[src/hw/bdl_pkg.sv]
// Package of constants and types for the board diagnostic lamp controller.
package bdl_pkg;

    // ****************************************************************
    // Clock and blink timing
    // ****************************************************************
    localparam int unsigned CLK_HZ = 125000000;
    // Slow blink rate in hertz, used for degraded and non-fatal patterns.
    localparam int unsigned SLOW_BLINK_HZ = 1;
    // Fast blink rate in hertz, used while the controller sits in its loader.
    localparam int unsigned FAST_BLINK_HZ = 3;
    // Timed identify interval in seconds.
    localparam int unsigned IDENT_TIMED_S = 15;
    // Half periods in clock cycles, rounded down.
    localparam int unsigned SLOW_HALF_CYC = CLK_HZ / (2 * SLOW_BLINK_HZ);
    localparam int unsigned FAST_HALF_CYC = CLK_HZ / (2 * FAST_BLINK_HZ);
    // Number of slow half periods that fill the timed identify interval.
    localparam int unsigned IDENT_HALVES = IDENT_TIMED_S * 2 * SLOW_BLINK_HZ;

    // ****************************************************************
    // Register map
    // ****************************************************************
    localparam logic [11:0] ADDR_CTRL = 12'h000;
    localparam logic [11:0] ADDR_HEALTH = 12'h004;
    localparam logic [11:0] ADDR_STATUS = 12'h008;
    localparam logic [11:0] ADDR_PROGRESS = 12'h00c;

    // Control register bits.
    localparam int unsigned CTRL_IDENT_TIMED = 0;
    localparam int unsigned CTRL_IDENT_ENDLESS = 1;
    localparam int unsigned CTRL_IDENT_STOP = 2;
    localparam int unsigned CTRL_MC_LOADER = 3;
    localparam int unsigned CTRL_MC_BOOTING = 4;
    localparam int unsigned CTRL_MC_READY = 5;

    // Health register bits, one per severity class.
    localparam int unsigned HEALTH_DEGRADED = 0;
    localparam int unsigned HEALTH_NONFATAL = 1;
    localparam int unsigned HEALTH_FATAL = 2;

    localparam logic [31:0] RESET_WORD = 32'h0000_0000;

    typedef enum logic [1:0] {
        BDL_IDENT_OFF,
        BDL_IDENT_STEADY,
        BDL_IDENT_BLINK_TIMED,
        BDL_IDENT_BLINK_ENDLESS
    } bdl_ident_t;

    typedef enum logic [2:0] {
        BDL_STAT_OFF,
        BDL_STAT_GREEN,
        BDL_STAT_GREEN_BLINK,
        BDL_STAT_AMBER_BLINK,
        BDL_STAT_AMBER
    } bdl_stat_t;

endpackage : bdl_pkg

[src/hw/bdl_led_ctrl.sv]
// Board diagnostic lamp controller with an APB register slave.
//
// Function
// - Standby lamp lit while mains present and standby rail delivered.
// - Two fan fault lamps, each lit only while its own fan faults.
// - Memory slot lamp lit only when populated and error flagged.
// - Identify button press toggles blue lamp steady on and off.
// - Identify request blinks lamp, timed fifteen seconds or until stopped.
// - Status steady green: mains present, controller booted, no errors.
// - Status blinks green at one hertz on any degraded condition.
// - Status blinks amber at one hertz on a non-fatal alarm.
// - Status steady amber on any fatal condition.
// - Loader: identify blinks 3 Hz; main boot: identify steady, status degraded.
// - On host soft-off the status lamp keeps its earlier state.
// - If status was steady green at power-down it turns off.
// - Firmware writes a progress code; it is held until the next.
// - Eight progress lamps, lamp 7 the top bit, lamp 0 bottom.
//
// Register access over APB and the register addresses were chosen for this implementation.
`timescale 1ns/100ps

module bdl_led_ctrl #(
    parameter int unsigned NUM_SLOTS = 8,
    parameter int unsigned SLOW_HALF = bdl_pkg::SLOW_HALF_CYC,
    parameter int unsigned FAST_HALF = bdl_pkg::FAST_HALF_CYC,
    parameter int unsigned IDENT_HALVES = bdl_pkg::IDENT_HALVES
) (
    // Clock and reset
    input wire logic clk,
    input wire logic rst,
    // APB slave
    input wire logic psel,
    input wire logic penable,
    input wire logic pwrite,
    input wire logic [11:0] paddr,
    input wire logic [31:0] pwdata,
    input wire logic [3:0] pstrb,
    output logic [31:0] prdata,
    output logic pready,
    output logic pslverr,
    // Board inputs, asynchronous to clk
    input wire logic mains_present,
    input wire logic standby_rail_ok,
    input wire logic host_powered,
    input wire logic ident_button,
    input wire logic [1:0] fan_fault,
    input wire logic [NUM_SLOTS-1:0] slot_populated,
    input wire logic [NUM_SLOTS-1:0] slot_error,
    // Lamp drives, high means lit
    output logic standby_lamp,
    output logic [1:0] fan_lamp,
    output logic [NUM_SLOTS-1:0] slot_lamp,
    output logic ident_lamp,
    output logic status_green,
    output logic status_amber,
    output logic [7:0] progress_lamp
);

    // ****************************************************************
    // Parameter checks
    // ****************************************************************
    // Elaboration stops here rather than building counters that can never wrap.
    if (NUM_SLOTS < 1 || NUM_SLOTS > 32 || SLOW_HALF < 1 || FAST_HALF < 1 || IDENT_HALVES < 1) begin : g_bad_param
        $error("bdl_led_ctrl: unsupported parameter value");
    end

    // ****************************************************************
    // Input synchronisers
    // ****************************************************************
    localparam int unsigned SYNC_W = 6 + 2 * NUM_SLOTS;
    logic [SYNC_W-1:0] sync_a;
    logic [SYNC_W-1:0] sync_b;
    always_ff @(posedge clk or posedge rst) begin
        if (rst) begin
            sync_a <= '0;
            sync_b <= '0;
        end else begin
            sync_a <= {slot_error, slot_populated, fan_fault, ident_button, host_powered,
                       standby_rail_ok, mains_present};
            sync_b <= sync_a;
        end
    end
    logic mains_ok;
    logic host_on;
    logic button;
    logic [1:0] fan_s;
    logic [NUM_SLOTS-1:0] pop_s;
    logic [NUM_SLOTS-1:0] err_s;
    // Each supply pin is synchronised on its own; gating them before the flops would be unsafe.
    assign mains_ok = sync_b[0] & sync_b[1];
    assign host_on = sync_b[2];
    assign button = sync_b[3];
    assign fan_s = sync_b[5:4];
    assign pop_s = sync_b[5+NUM_SLOTS:6];
    assign err_s = sync_b[5+2*NUM_SLOTS:6+NUM_SLOTS];

    // ****************************************************************
    // APB register slave
    // ****************************************************************
    logic [5:0] ctrl;
    logic [2:0] health;
    logic [7:0] progress;
    logic wr_en;
    logic ident_cmd_timed;
    logic ident_cmd_endless;
    logic ident_cmd_stop;
    logic known_addr;
    bdl_pkg::bdl_ident_t ident_state;
    bdl_pkg::bdl_stat_t stat_shown;

    // Single-cycle access phase: the slave is always ready.
    assign pready = 1'b1;
    assign known_addr = paddr == bdl_pkg::ADDR_CTRL || paddr == bdl_pkg::ADDR_HEALTH ||
                        paddr == bdl_pkg::ADDR_STATUS || paddr == bdl_pkg::ADDR_PROGRESS;
    assign pslverr = psel & penable & ~known_addr;
    assign wr_en = psel & penable & pwrite & pstrb[0];
    // Identify commands are self-clearing strobes rather than stored bits.
    assign ident_cmd_timed = wr_en && paddr == bdl_pkg::ADDR_CTRL && pwdata[bdl_pkg::CTRL_IDENT_TIMED];
    assign ident_cmd_endless = wr_en && paddr == bdl_pkg::ADDR_CTRL && pwdata[bdl_pkg::CTRL_IDENT_ENDLESS];
    assign ident_cmd_stop = wr_en && paddr == bdl_pkg::ADDR_CTRL && pwdata[bdl_pkg::CTRL_IDENT_STOP];

    always_ff @(posedge clk or posedge rst) begin
        if (rst) begin
            ctrl <= '0;
            health <= '0;
        end else if (wr_en && paddr == bdl_pkg::ADDR_CTRL) begin
            ctrl <= {pwdata[bdl_pkg::CTRL_MC_READY:bdl_pkg::CTRL_MC_LOADER], 3'h0};
        end else if (wr_en && paddr == bdl_pkg::ADDR_HEALTH) begin
            health <= pwdata[2:0];
        end
    end

    // The code is latched on each write with byte lane 0 enabled and held until the next one.
    always_ff @(posedge clk or posedge rst) begin
        if (rst) begin
            progress <= '0;
        end else if (wr_en && paddr == bdl_pkg::ADDR_PROGRESS) begin
            progress <= pwdata[7:0];
        end
    end

    always_ff @(posedge clk or posedge rst) begin
        if (rst) begin
            prdata <= bdl_pkg::RESET_WORD;
        end else if (psel && !penable && !pwrite) begin
            case (paddr)
                bdl_pkg::ADDR_CTRL: prdata <= {26'h0, ctrl};
                bdl_pkg::ADDR_HEALTH: prdata <= {29'h0, health};
                bdl_pkg::ADDR_STATUS: prdata <= {24'h0, host_on, mains_ok, ident_state, 1'b0, stat_shown};
                bdl_pkg::ADDR_PROGRESS: prdata <= {24'h0, progress};
                default: prdata <= bdl_pkg::RESET_WORD;
            endcase
        end
    end

    // ****************************************************************
    // Blink generators
    // ****************************************************************
    logic [31:0] slow_cnt;
    logic [31:0] fast_cnt;
    logic slow_phase;
    logic fast_phase;
    logic slow_half_end;
    assign slow_half_end = slow_cnt == 32'(SLOW_HALF - 1);

    // Even on and off halves, counted from the standby clock.
    always_ff @(posedge clk or posedge rst) begin
        if (rst) begin
            slow_cnt <= '0;
            slow_phase <= 1'b0;
        end else if (slow_half_end) begin
            slow_cnt <= '0;
            slow_phase <= ~slow_phase;
        end else begin
            slow_cnt <= slow_cnt + 32'h1;
        end
    end

    always_ff @(posedge clk or posedge rst) begin
        if (rst) begin
            fast_cnt <= '0;
            fast_phase <= 1'b0;
        end else if (fast_cnt == 32'(FAST_HALF - 1)) begin
            fast_cnt <= '0;
            fast_phase <= ~fast_phase;
        end else begin
            fast_cnt <= fast_cnt + 32'h1;
        end
    end

    // ****************************************************************
    // Identify lamp
    // ****************************************************************
    logic button_d;
    logic button_press;
    logic [31:0] ident_halves;
    always_ff @(posedge clk or posedge rst) begin
        if (rst) begin
            button_d <= 1'b0;
        end else begin
            button_d <= button;
        end
    end
    assign button_press = button & ~button_d;

    always_ff @(posedge clk or posedge rst) begin
        if (rst) begin
            ident_state <= bdl_pkg::BDL_IDENT_OFF;
            ident_halves <= '0;
        end else if (ident_cmd_stop) begin
            ident_state <= bdl_pkg::BDL_IDENT_OFF;
        end else if (ident_cmd_endless) begin
            ident_state <= bdl_pkg::BDL_IDENT_BLINK_ENDLESS;
        end else if (ident_cmd_timed) begin
            ident_state <= bdl_pkg::BDL_IDENT_BLINK_TIMED;
            ident_halves <= '0;
        end else begin
            case (ident_state)
                bdl_pkg::BDL_IDENT_OFF: begin
                    if (button_press) begin
                        ident_state <= bdl_pkg::BDL_IDENT_STEADY;
                    end
                end
                bdl_pkg::BDL_IDENT_STEADY: begin
                    if (button_press) begin
                        ident_state <= bdl_pkg::BDL_IDENT_OFF;
                    end
                end
                bdl_pkg::BDL_IDENT_BLINK_TIMED: begin
                    if (button_press) begin
                        ident_state <= bdl_pkg::BDL_IDENT_STEADY;
                    end else if (slow_half_end) begin
                        if (ident_halves == 32'(IDENT_HALVES - 1)) begin
                            ident_state <= bdl_pkg::BDL_IDENT_OFF;
                        end
                        ident_halves <= ident_halves + 32'h1;
                    end
                end
                bdl_pkg::BDL_IDENT_BLINK_ENDLESS: begin
                    if (button_press) begin
                        ident_state <= bdl_pkg::BDL_IDENT_STEADY;
                    end
                end
                default: ident_state <= bdl_pkg::BDL_IDENT_OFF;
            endcase
        end
    end

    // The controller's own boot phases override the identify state.
    always_ff @(posedge clk or posedge rst) begin
        if (rst) begin
            ident_lamp <= 1'b0;
        end else if (ctrl[bdl_pkg::CTRL_MC_LOADER]) begin
            ident_lamp <= fast_phase;
        end else if (ctrl[bdl_pkg::CTRL_MC_BOOTING]) begin
            ident_lamp <= 1'b1;
        end else begin
            case (ident_state)
                bdl_pkg::BDL_IDENT_STEADY: ident_lamp <= 1'b1;
                bdl_pkg::BDL_IDENT_BLINK_TIMED: ident_lamp <= slow_phase;
                bdl_pkg::BDL_IDENT_BLINK_ENDLESS: ident_lamp <= slow_phase;
                default: ident_lamp <= 1'b0;
            endcase
        end
    end

    // ****************************************************************
    // Status lamp
    // ****************************************************************
    bdl_pkg::bdl_stat_t next_stat;
    logic degraded;
    assign degraded = health[bdl_pkg::HEALTH_DEGRADED] | ctrl[bdl_pkg::CTRL_MC_LOADER] |
                      ctrl[bdl_pkg::CTRL_MC_BOOTING] | ~ctrl[bdl_pkg::CTRL_MC_READY];

    always_comb begin
        if (health[bdl_pkg::HEALTH_FATAL]) begin
            next_stat = bdl_pkg::BDL_STAT_AMBER;
        end else if (health[bdl_pkg::HEALTH_NONFATAL]) begin
            next_stat = bdl_pkg::BDL_STAT_AMBER_BLINK;
        end else if (degraded) begin
            next_stat = bdl_pkg::BDL_STAT_GREEN_BLINK;
        end else begin
            next_stat = bdl_pkg::BDL_STAT_GREEN;
        end
    end

    // While the host is off the shown state freezes; a healthy green goes dark.
    always_ff @(posedge clk or posedge rst) begin
        if (rst) begin
            stat_shown <= bdl_pkg::BDL_STAT_OFF;
        end else if (!mains_ok) begin
            stat_shown <= bdl_pkg::BDL_STAT_OFF;
        end else if (host_on) begin
            stat_shown <= next_stat;
        end else if (stat_shown == bdl_pkg::BDL_STAT_GREEN) begin
            stat_shown <= bdl_pkg::BDL_STAT_OFF;
        end else begin
            stat_shown <= stat_shown;
        end
    end

    always_ff @(posedge clk or posedge rst) begin
        if (rst) begin
            status_green <= 1'b0;
            status_amber <= 1'b0;
        end else begin
            case (stat_shown)
                bdl_pkg::BDL_STAT_GREEN: begin
                    status_green <= 1'b1;
                    status_amber <= 1'b0;
                end
                bdl_pkg::BDL_STAT_GREEN_BLINK: begin
                    status_green <= slow_phase;
                    status_amber <= 1'b0;
                end
                bdl_pkg::BDL_STAT_AMBER_BLINK: begin
                    status_green <= 1'b0;
                    status_amber <= slow_phase;
                end
                bdl_pkg::BDL_STAT_AMBER: begin
                    status_green <= 1'b0;
                    status_amber <= 1'b1;
                end
                default: begin
                    status_green <= 1'b0;
                    status_amber <= 1'b0;
                end
            endcase
        end
    end

    // ****************************************************************
    // Fault, presence and progress lamps
    // ****************************************************************
    always_ff @(posedge clk or posedge rst) begin
        if (rst) begin
            standby_lamp <= 1'b0;
            fan_lamp <= '0;
            progress_lamp <= '0;
        end else begin
            standby_lamp <= mains_ok;
            fan_lamp <= fan_s;
            progress_lamp <= progress;
        end
    end

    genvar gi;
    generate
        for (gi = 0; gi < NUM_SLOTS; gi++) begin : g_slot
            always_ff @(posedge clk or posedge rst) begin
                if (rst) begin
                    slot_lamp[gi] <= 1'b0;
                end else begin
                    slot_lamp[gi] <= pop_s[gi] & err_s[gi];
                end
            end
        end
    endgenerate
endmodule : bdl_led_ctrl

[config.mk]
export PLATFORM = sky130hd
export DESIGN_NAME = bdl_led_ctrl
export DESIGN_NICKNAME = d
export VERILOG_FILES = /design/src/hw/bdl_pkg.sv /design/src/hw/bdl_led_ctrl.sv
export SDC_FILE = /design/constraint.sdc
export NUM_CORES = 1
export LEC_CHECK = 0
export ABC_CLOCK_PERIOD_IN_PS = 13150
export BUFFER_PORTS_ARGS = -buffer_cell sky130_fd_sc_hd__buf_2
export CORE_ASPECT_RATIO = 1.4
export CORE_UTILIZATION = 44
export CTS_CLUSTER_DIAMETER = 200
export CTS_CLUSTER_SIZE = 20
export DETAILED_ROUTE_END_ITERATION = 8
export PLACE_DENSITY_LB_ADDON = 0.08
export SYNTH_ARGS = -nofsm -noshare
export SYNTH_HDL_FRONTEND = slang
export SYNTH_SLANG_ARGS = --single-unit
export TNS_END_PERCENT = 20
[constraint.sdc]
create_clock -name clk -period 13.15 [get_ports clk]
set_input_delay 2.63 -clock clk [delete_from_list [all_inputs] [get_ports clk]]
set_output_delay 2.63 -clock clk [all_outputs]
set_load 0.02 [all_outputs]
# Word level (Yosys, flattened, before mapping)
# Cells that the tools add are included.
# classes
bitwise_logic	25
addsub	3
eq_ne	19
mux	27
reduce_logical	22
# ops
op	n
2-to-1 mux 32 bit	6
adder 32 x 1 -> 32 bit, second input constant	3
== test 32 x 25 -> 1 bit, second input constant	1
== test 32 x 26 -> 1 bit, second input constant	1
== test 32 x 5 -> 1 bit, second input constant	1
case mux 8 bit (4 select lines)	1
== test 12 x 4 -> 1 bit, second input constant	2
2-to-1 mux 2 bit	10
bitwise AND 1 bit	14
== test 12 x 3 -> 1 bit, second input constant	1
zero test 12 bit	1
2-to-1 mux 3 bit	4
inequality test 6 bit, second input constant	2
logical AND 1 bit	8
inverter 1 bit	8
== test 3 x 2 -> 1 bit, second input constant	2
case mux 1 bit (2 select lines)	3
case mux 2 bit (3 select lines)	1
inequality test 5 x 1 -> 1 bit, second input constant	1
inequality test 5 bit, second input constant	1
AND reduction 5 bit	1
== test 2 bit, second input constant	2
AND reduction 4 bit	1
nonzero test 2 bit	2
other kinds (12)	19
# totals
inputBits	75
ff_bits	216
word_cells	124
output_inout_bits	56

# Logic depth before layout (Yosys ltp)
# depth
ltp_word	8
ltp_mapped	9
depth_no_buf	7

# Least setup slack after synthesis
# No wires, ideal clock.
# synth_path
path_type	input-to-output
start	in paddr[11]
end	out pslverr
n_path_buf	0
arrival_ps	3680
t_required_ps	10520
cell_stages	3
setup_slack_ps	6840
path_cell_list	nor4_1 -> nand3_1 -> and3_1
# synth_via
elab_chain_cells	6
elab_cells_between_ends	9
classes_between	3 x eq/ne; 2 x bitwise; 4 x reduce/logical
# synth_lines
element	line_no	rtl
from (decl)	bdl_led_ctrl.sv:35	input wire logic [11:0] paddr,
== test 12 x 3 -> 1 bit or zero test 12 bit (tied branches)	bdl_led_ctrl.sv:113	assign known_addr = paddr == bdl_pkg::ADDR_CTRL || paddr == bdl_pkg::ADDR_HEALTH ||
logical OR 1 bit (2 in series)	bdl_led_ctrl.sv:113	
logical OR 1 bit (*)	bdl_led_ctrl.sv:114	paddr == bdl_pkg::ADDR_STATUS || paddr == bdl_pkg::ADDR_PROGRESS;
inverter 1 bit (*)	bdl_led_ctrl.sv:115	assign pslverr = psel & penable & ~known_addr;
bitwise AND 1 bit (*)	bdl_led_ctrl.sv:115	
to (decl)	bdl_led_ctrl.sv:40	output logic pslverr,
# Every way passes the cells marked *; elsewhere a longest branch is shown, timed or not.

# Worst setup path after layout
# Same ends and word-level chain as after synthesis.

==> flow_summary.yaml <==
clock_tree:
  cts-root-buf: "clkbuf_16"
  cts_hold_buf: 0
  cts.repair.resized: 0
  clk_latency_ns: 0.44
  cts_max_level: 4
  cts_tree: "done"
  cts_setup_buffers: 0
  cts_sinks: 192
  clk_pin_slew_worst_paths_ns: 0.08
  cts_buffers: 17
  clock_path_buffers: 2
global_routing:
  grt-ovfl-total: 0
  antenna_found_initial: 1
  grt_pass1_vias: 6071
  grt_pass1_wl_um: 30000
  grt_max_degree: 107
  track_usage: 0.190
sta:
  fin_crit_sh: 0.524
  hold_violations: 0
  finalWorstSetupSlack_ns: 6.26
  final.setup.tns_ns: 0
  maxSlewViolCount: 0
  relSlewSlack: 0.227
  fmax_ghz: 0.145
  finalClockSkew_ns: 0.0140
  rsz0062_at_grt: "no"
  setup_violations: 0
  period_needed_ns: 6.89
  tightestPinTransition_ns: 1.15
synth:
  seq_area_frac_synth: 0.565
  synth_top_cell_by_area: "dfrtp_1"
  ys_top_cells_by_area: "dfrtp_1 (57%), nand2_1 (3.4%), xor2_1 (3.0%)"
  ys_types: 48
  synth_cells: 787
  yosys_register_bits: 192
  avgSynthCellArea_um2: 10.8
  synthFlopType: "dfrtp_1"
  synth_edf_count: 0
  synth_top_area_frac: 0.565
  syn_area_mm2: 0.00850
  async_reset_ff_frac: 1.00
  yosys_warnings: 0
die:
  num_rows: 59
  die_w_um: 119
  die_area_mm2: 0.0199
  start_util: 0.453
  die_h_um: 166
  core_area_mm2: 0.0188
  io_pins: 131
critical_path:
  path_common_cell: "buf_2"
  critical_path.slowest_cell: "nor4_1"
  cpPeakStageDelay_ns: 0.55
  path_class: "primary input to output port"
  startpoint: "paddr[11]"
  crit_chain: "buf_2, nor4_1, nand3_1, and3_1, buf_2"
  rrSetupSlack_ns: 9.88
  reg2reg_depth: 5
  worstPathArrival_ns: 4.26
  worstPathMaxFanout: 10
  crit_required_ns: 10.52
  cp.depth: 5
  critPathLaunchType: "primary input"
  crit_buf_inv: 2
  crit_family: "simple AND/OR/NAND/NOR gates"
  r2r-start: "slow_cnt[14]"
  end_kind: "output port"
detailed_routing:
  wl_per_cell_um: 16.1
  wl_um: 18000
  routed_via_density: 5.46
  dr.pass1.iters: 6
  drt-initial-drc-count: 321
  drtAntennaViolNets: 0
  remaining_drc_errors: 0
  vias: 6109
place:
  hpwl_um: 12500
  place.gp.congestion: 0.803
  place_worst_setup_slack_ns: 6.27
  io_buffers: 78
finish:
  drive_above_1_share: 0.157
  antenna_cells: 0
  final_util: 0.516
  layout.nets: 943
  syn_to_final_growth_pct: 13.8
  final_cell_mix: "dfrtp_1 (192), buf_2 (78), nand2_1 (76), nor2_1 (60), nand3_1 (33)"
  mostFrequentLayoutCell: "dfrtp_1"
hold_path:
  whs_path_depth: 0
  hp-class: "flip-flop to flip-flop"
  hold_start: "sync_a[19]"
outcome:
  status: "complete, no violations"
pwr:
  power.leakage_nw: 4.40
  cellPowerDensity_mw_per_mm2: 125
  ir_drop_uv: 105
flow_run:
  cap_violations: 0
flip-flops by register name (all words and copies together), names as in the netlist, 2 cells and up:
register       count
fast_cnt          32
ident_halves      32
slow_cnt          32
sync_a            22
sync_b            22
prdata             8
progress           8
progress_lamp      8
slot_lamp          8
ctrl               3
health             3
stat_shown         3
fan_lamp           2
ident_state        2
routing by layer:
metal  GRT usage  wire (µm)  up-vias
li1            -          -     2924
met5           0         13        -
met3      0.0507        699       26
met2       0.323       9270      122
met4      0.0647        298        2
met1       0.231       7720     3035
logic make-up after synthesis:
kind of cell | Yosys count | synth area share
muxes | 28 | 0.0352
xor gates and xnor gates | 57 | 0.0587
buffers and inverters | 66 | 0.0412
AOI/OAI and AO/OA | 87 | 0.0661
DFF | 192 | 0.565
other | 2 | 0.000883
adders and majority gates | 7 | 0.0103
and+or+nand+nor | 348 | 0.223
synthesized netlist by cell type, types with 2 or more instances:
| master | number |
|---|---|
| mux2_2 | 15 |
| a21oi_1 | 27 |
| buf_4 | 25 |
| or4_1 | 27 |
| a31oi_1 | 3 |
| nor4bb_1 | 2 |
| o21a_1 | 2 |
| and2_1 | 13 |
| o211ai_1 | 4 |
| nor3_1 | 13 |
| mux2i_1 | 13 |
| nor4_1 | 23 |
| or4bb_1 | 3 |
| xor2_1 | 29 |
| nand2_1 | 76 |
| and3_1 | 23 |
| o31ai_1 | 28 |
| or3_1 | 5 |
| nand3_1 | 33 |
| nand4_1 | 31 |
| o21ai_0 | 11 |
| nand2b_1 | 9 |
| nor2b_1 | 3 |
| conb_1 | 2 |
| clkbuf_1 | 23 |
| nor4b_1 | 5 |
| a22oi_1 | 4 |
| dfrtp_1 | 192 |
| and4_1 | 12 |
| nor3b_1 | 3 |
| xnor2_1 | 28 |
| nor2_1 | 60 |
| or2_2 | 3 |
| ha_1 | 7 |
| o31a_1 | 2 |
| inv_1 | 16 |
through the flow:
stage	hold slack, ns	instances	cell area [µm²]	total power, mW
6_report	0.352	1118	9680	1.21
5_1_grt	0.362	1118	9680	1.25
4_1_cts	0.353	1118	9680	1.22
3_5_place_dp	0.335	1086	9040	0.680
3_3_place_gp	0.333	1086	9040	0.678
2_1_floorplan	0.331	810	8590	0.663
worst paths after layout:
kind | to
hold reg to reg | sync_b[19]
setup reg to reg | ident_halves[27]
max in group asynchronous | fast_cnt[14]
min in group asynchronous | sync_a[17]
hold / removal | sync_b[19]
setup / recovery | pslverr
cell type report:
class / instances / area [µm²]
Fill cell: 1710 / 9070
Sequential cell: 192 / 4800
Multi-Input combinational cell: 552 / 3440
Clock buffer: 17 / 425
Timing Repair Buffer: 82 / 420
Tap cell: 244 / 305
Clock inverter: 15 / 211
Inverter: 16 / 67.6
power breakdown:
group | internal [mW] | leakage, nW | switching (mW) | total (mW)
registers | 0.602 | 2.51 | 0.00559 | 0.607
clock network | 0.267 | 0.306 | 0.273 | 0.540
logic | 0.0191 | 1.59 | 0.0406 | 0.0597
total | 0.888 | 4.40 | 0.319 | 1.21
(Power assumes the default switching activity.)
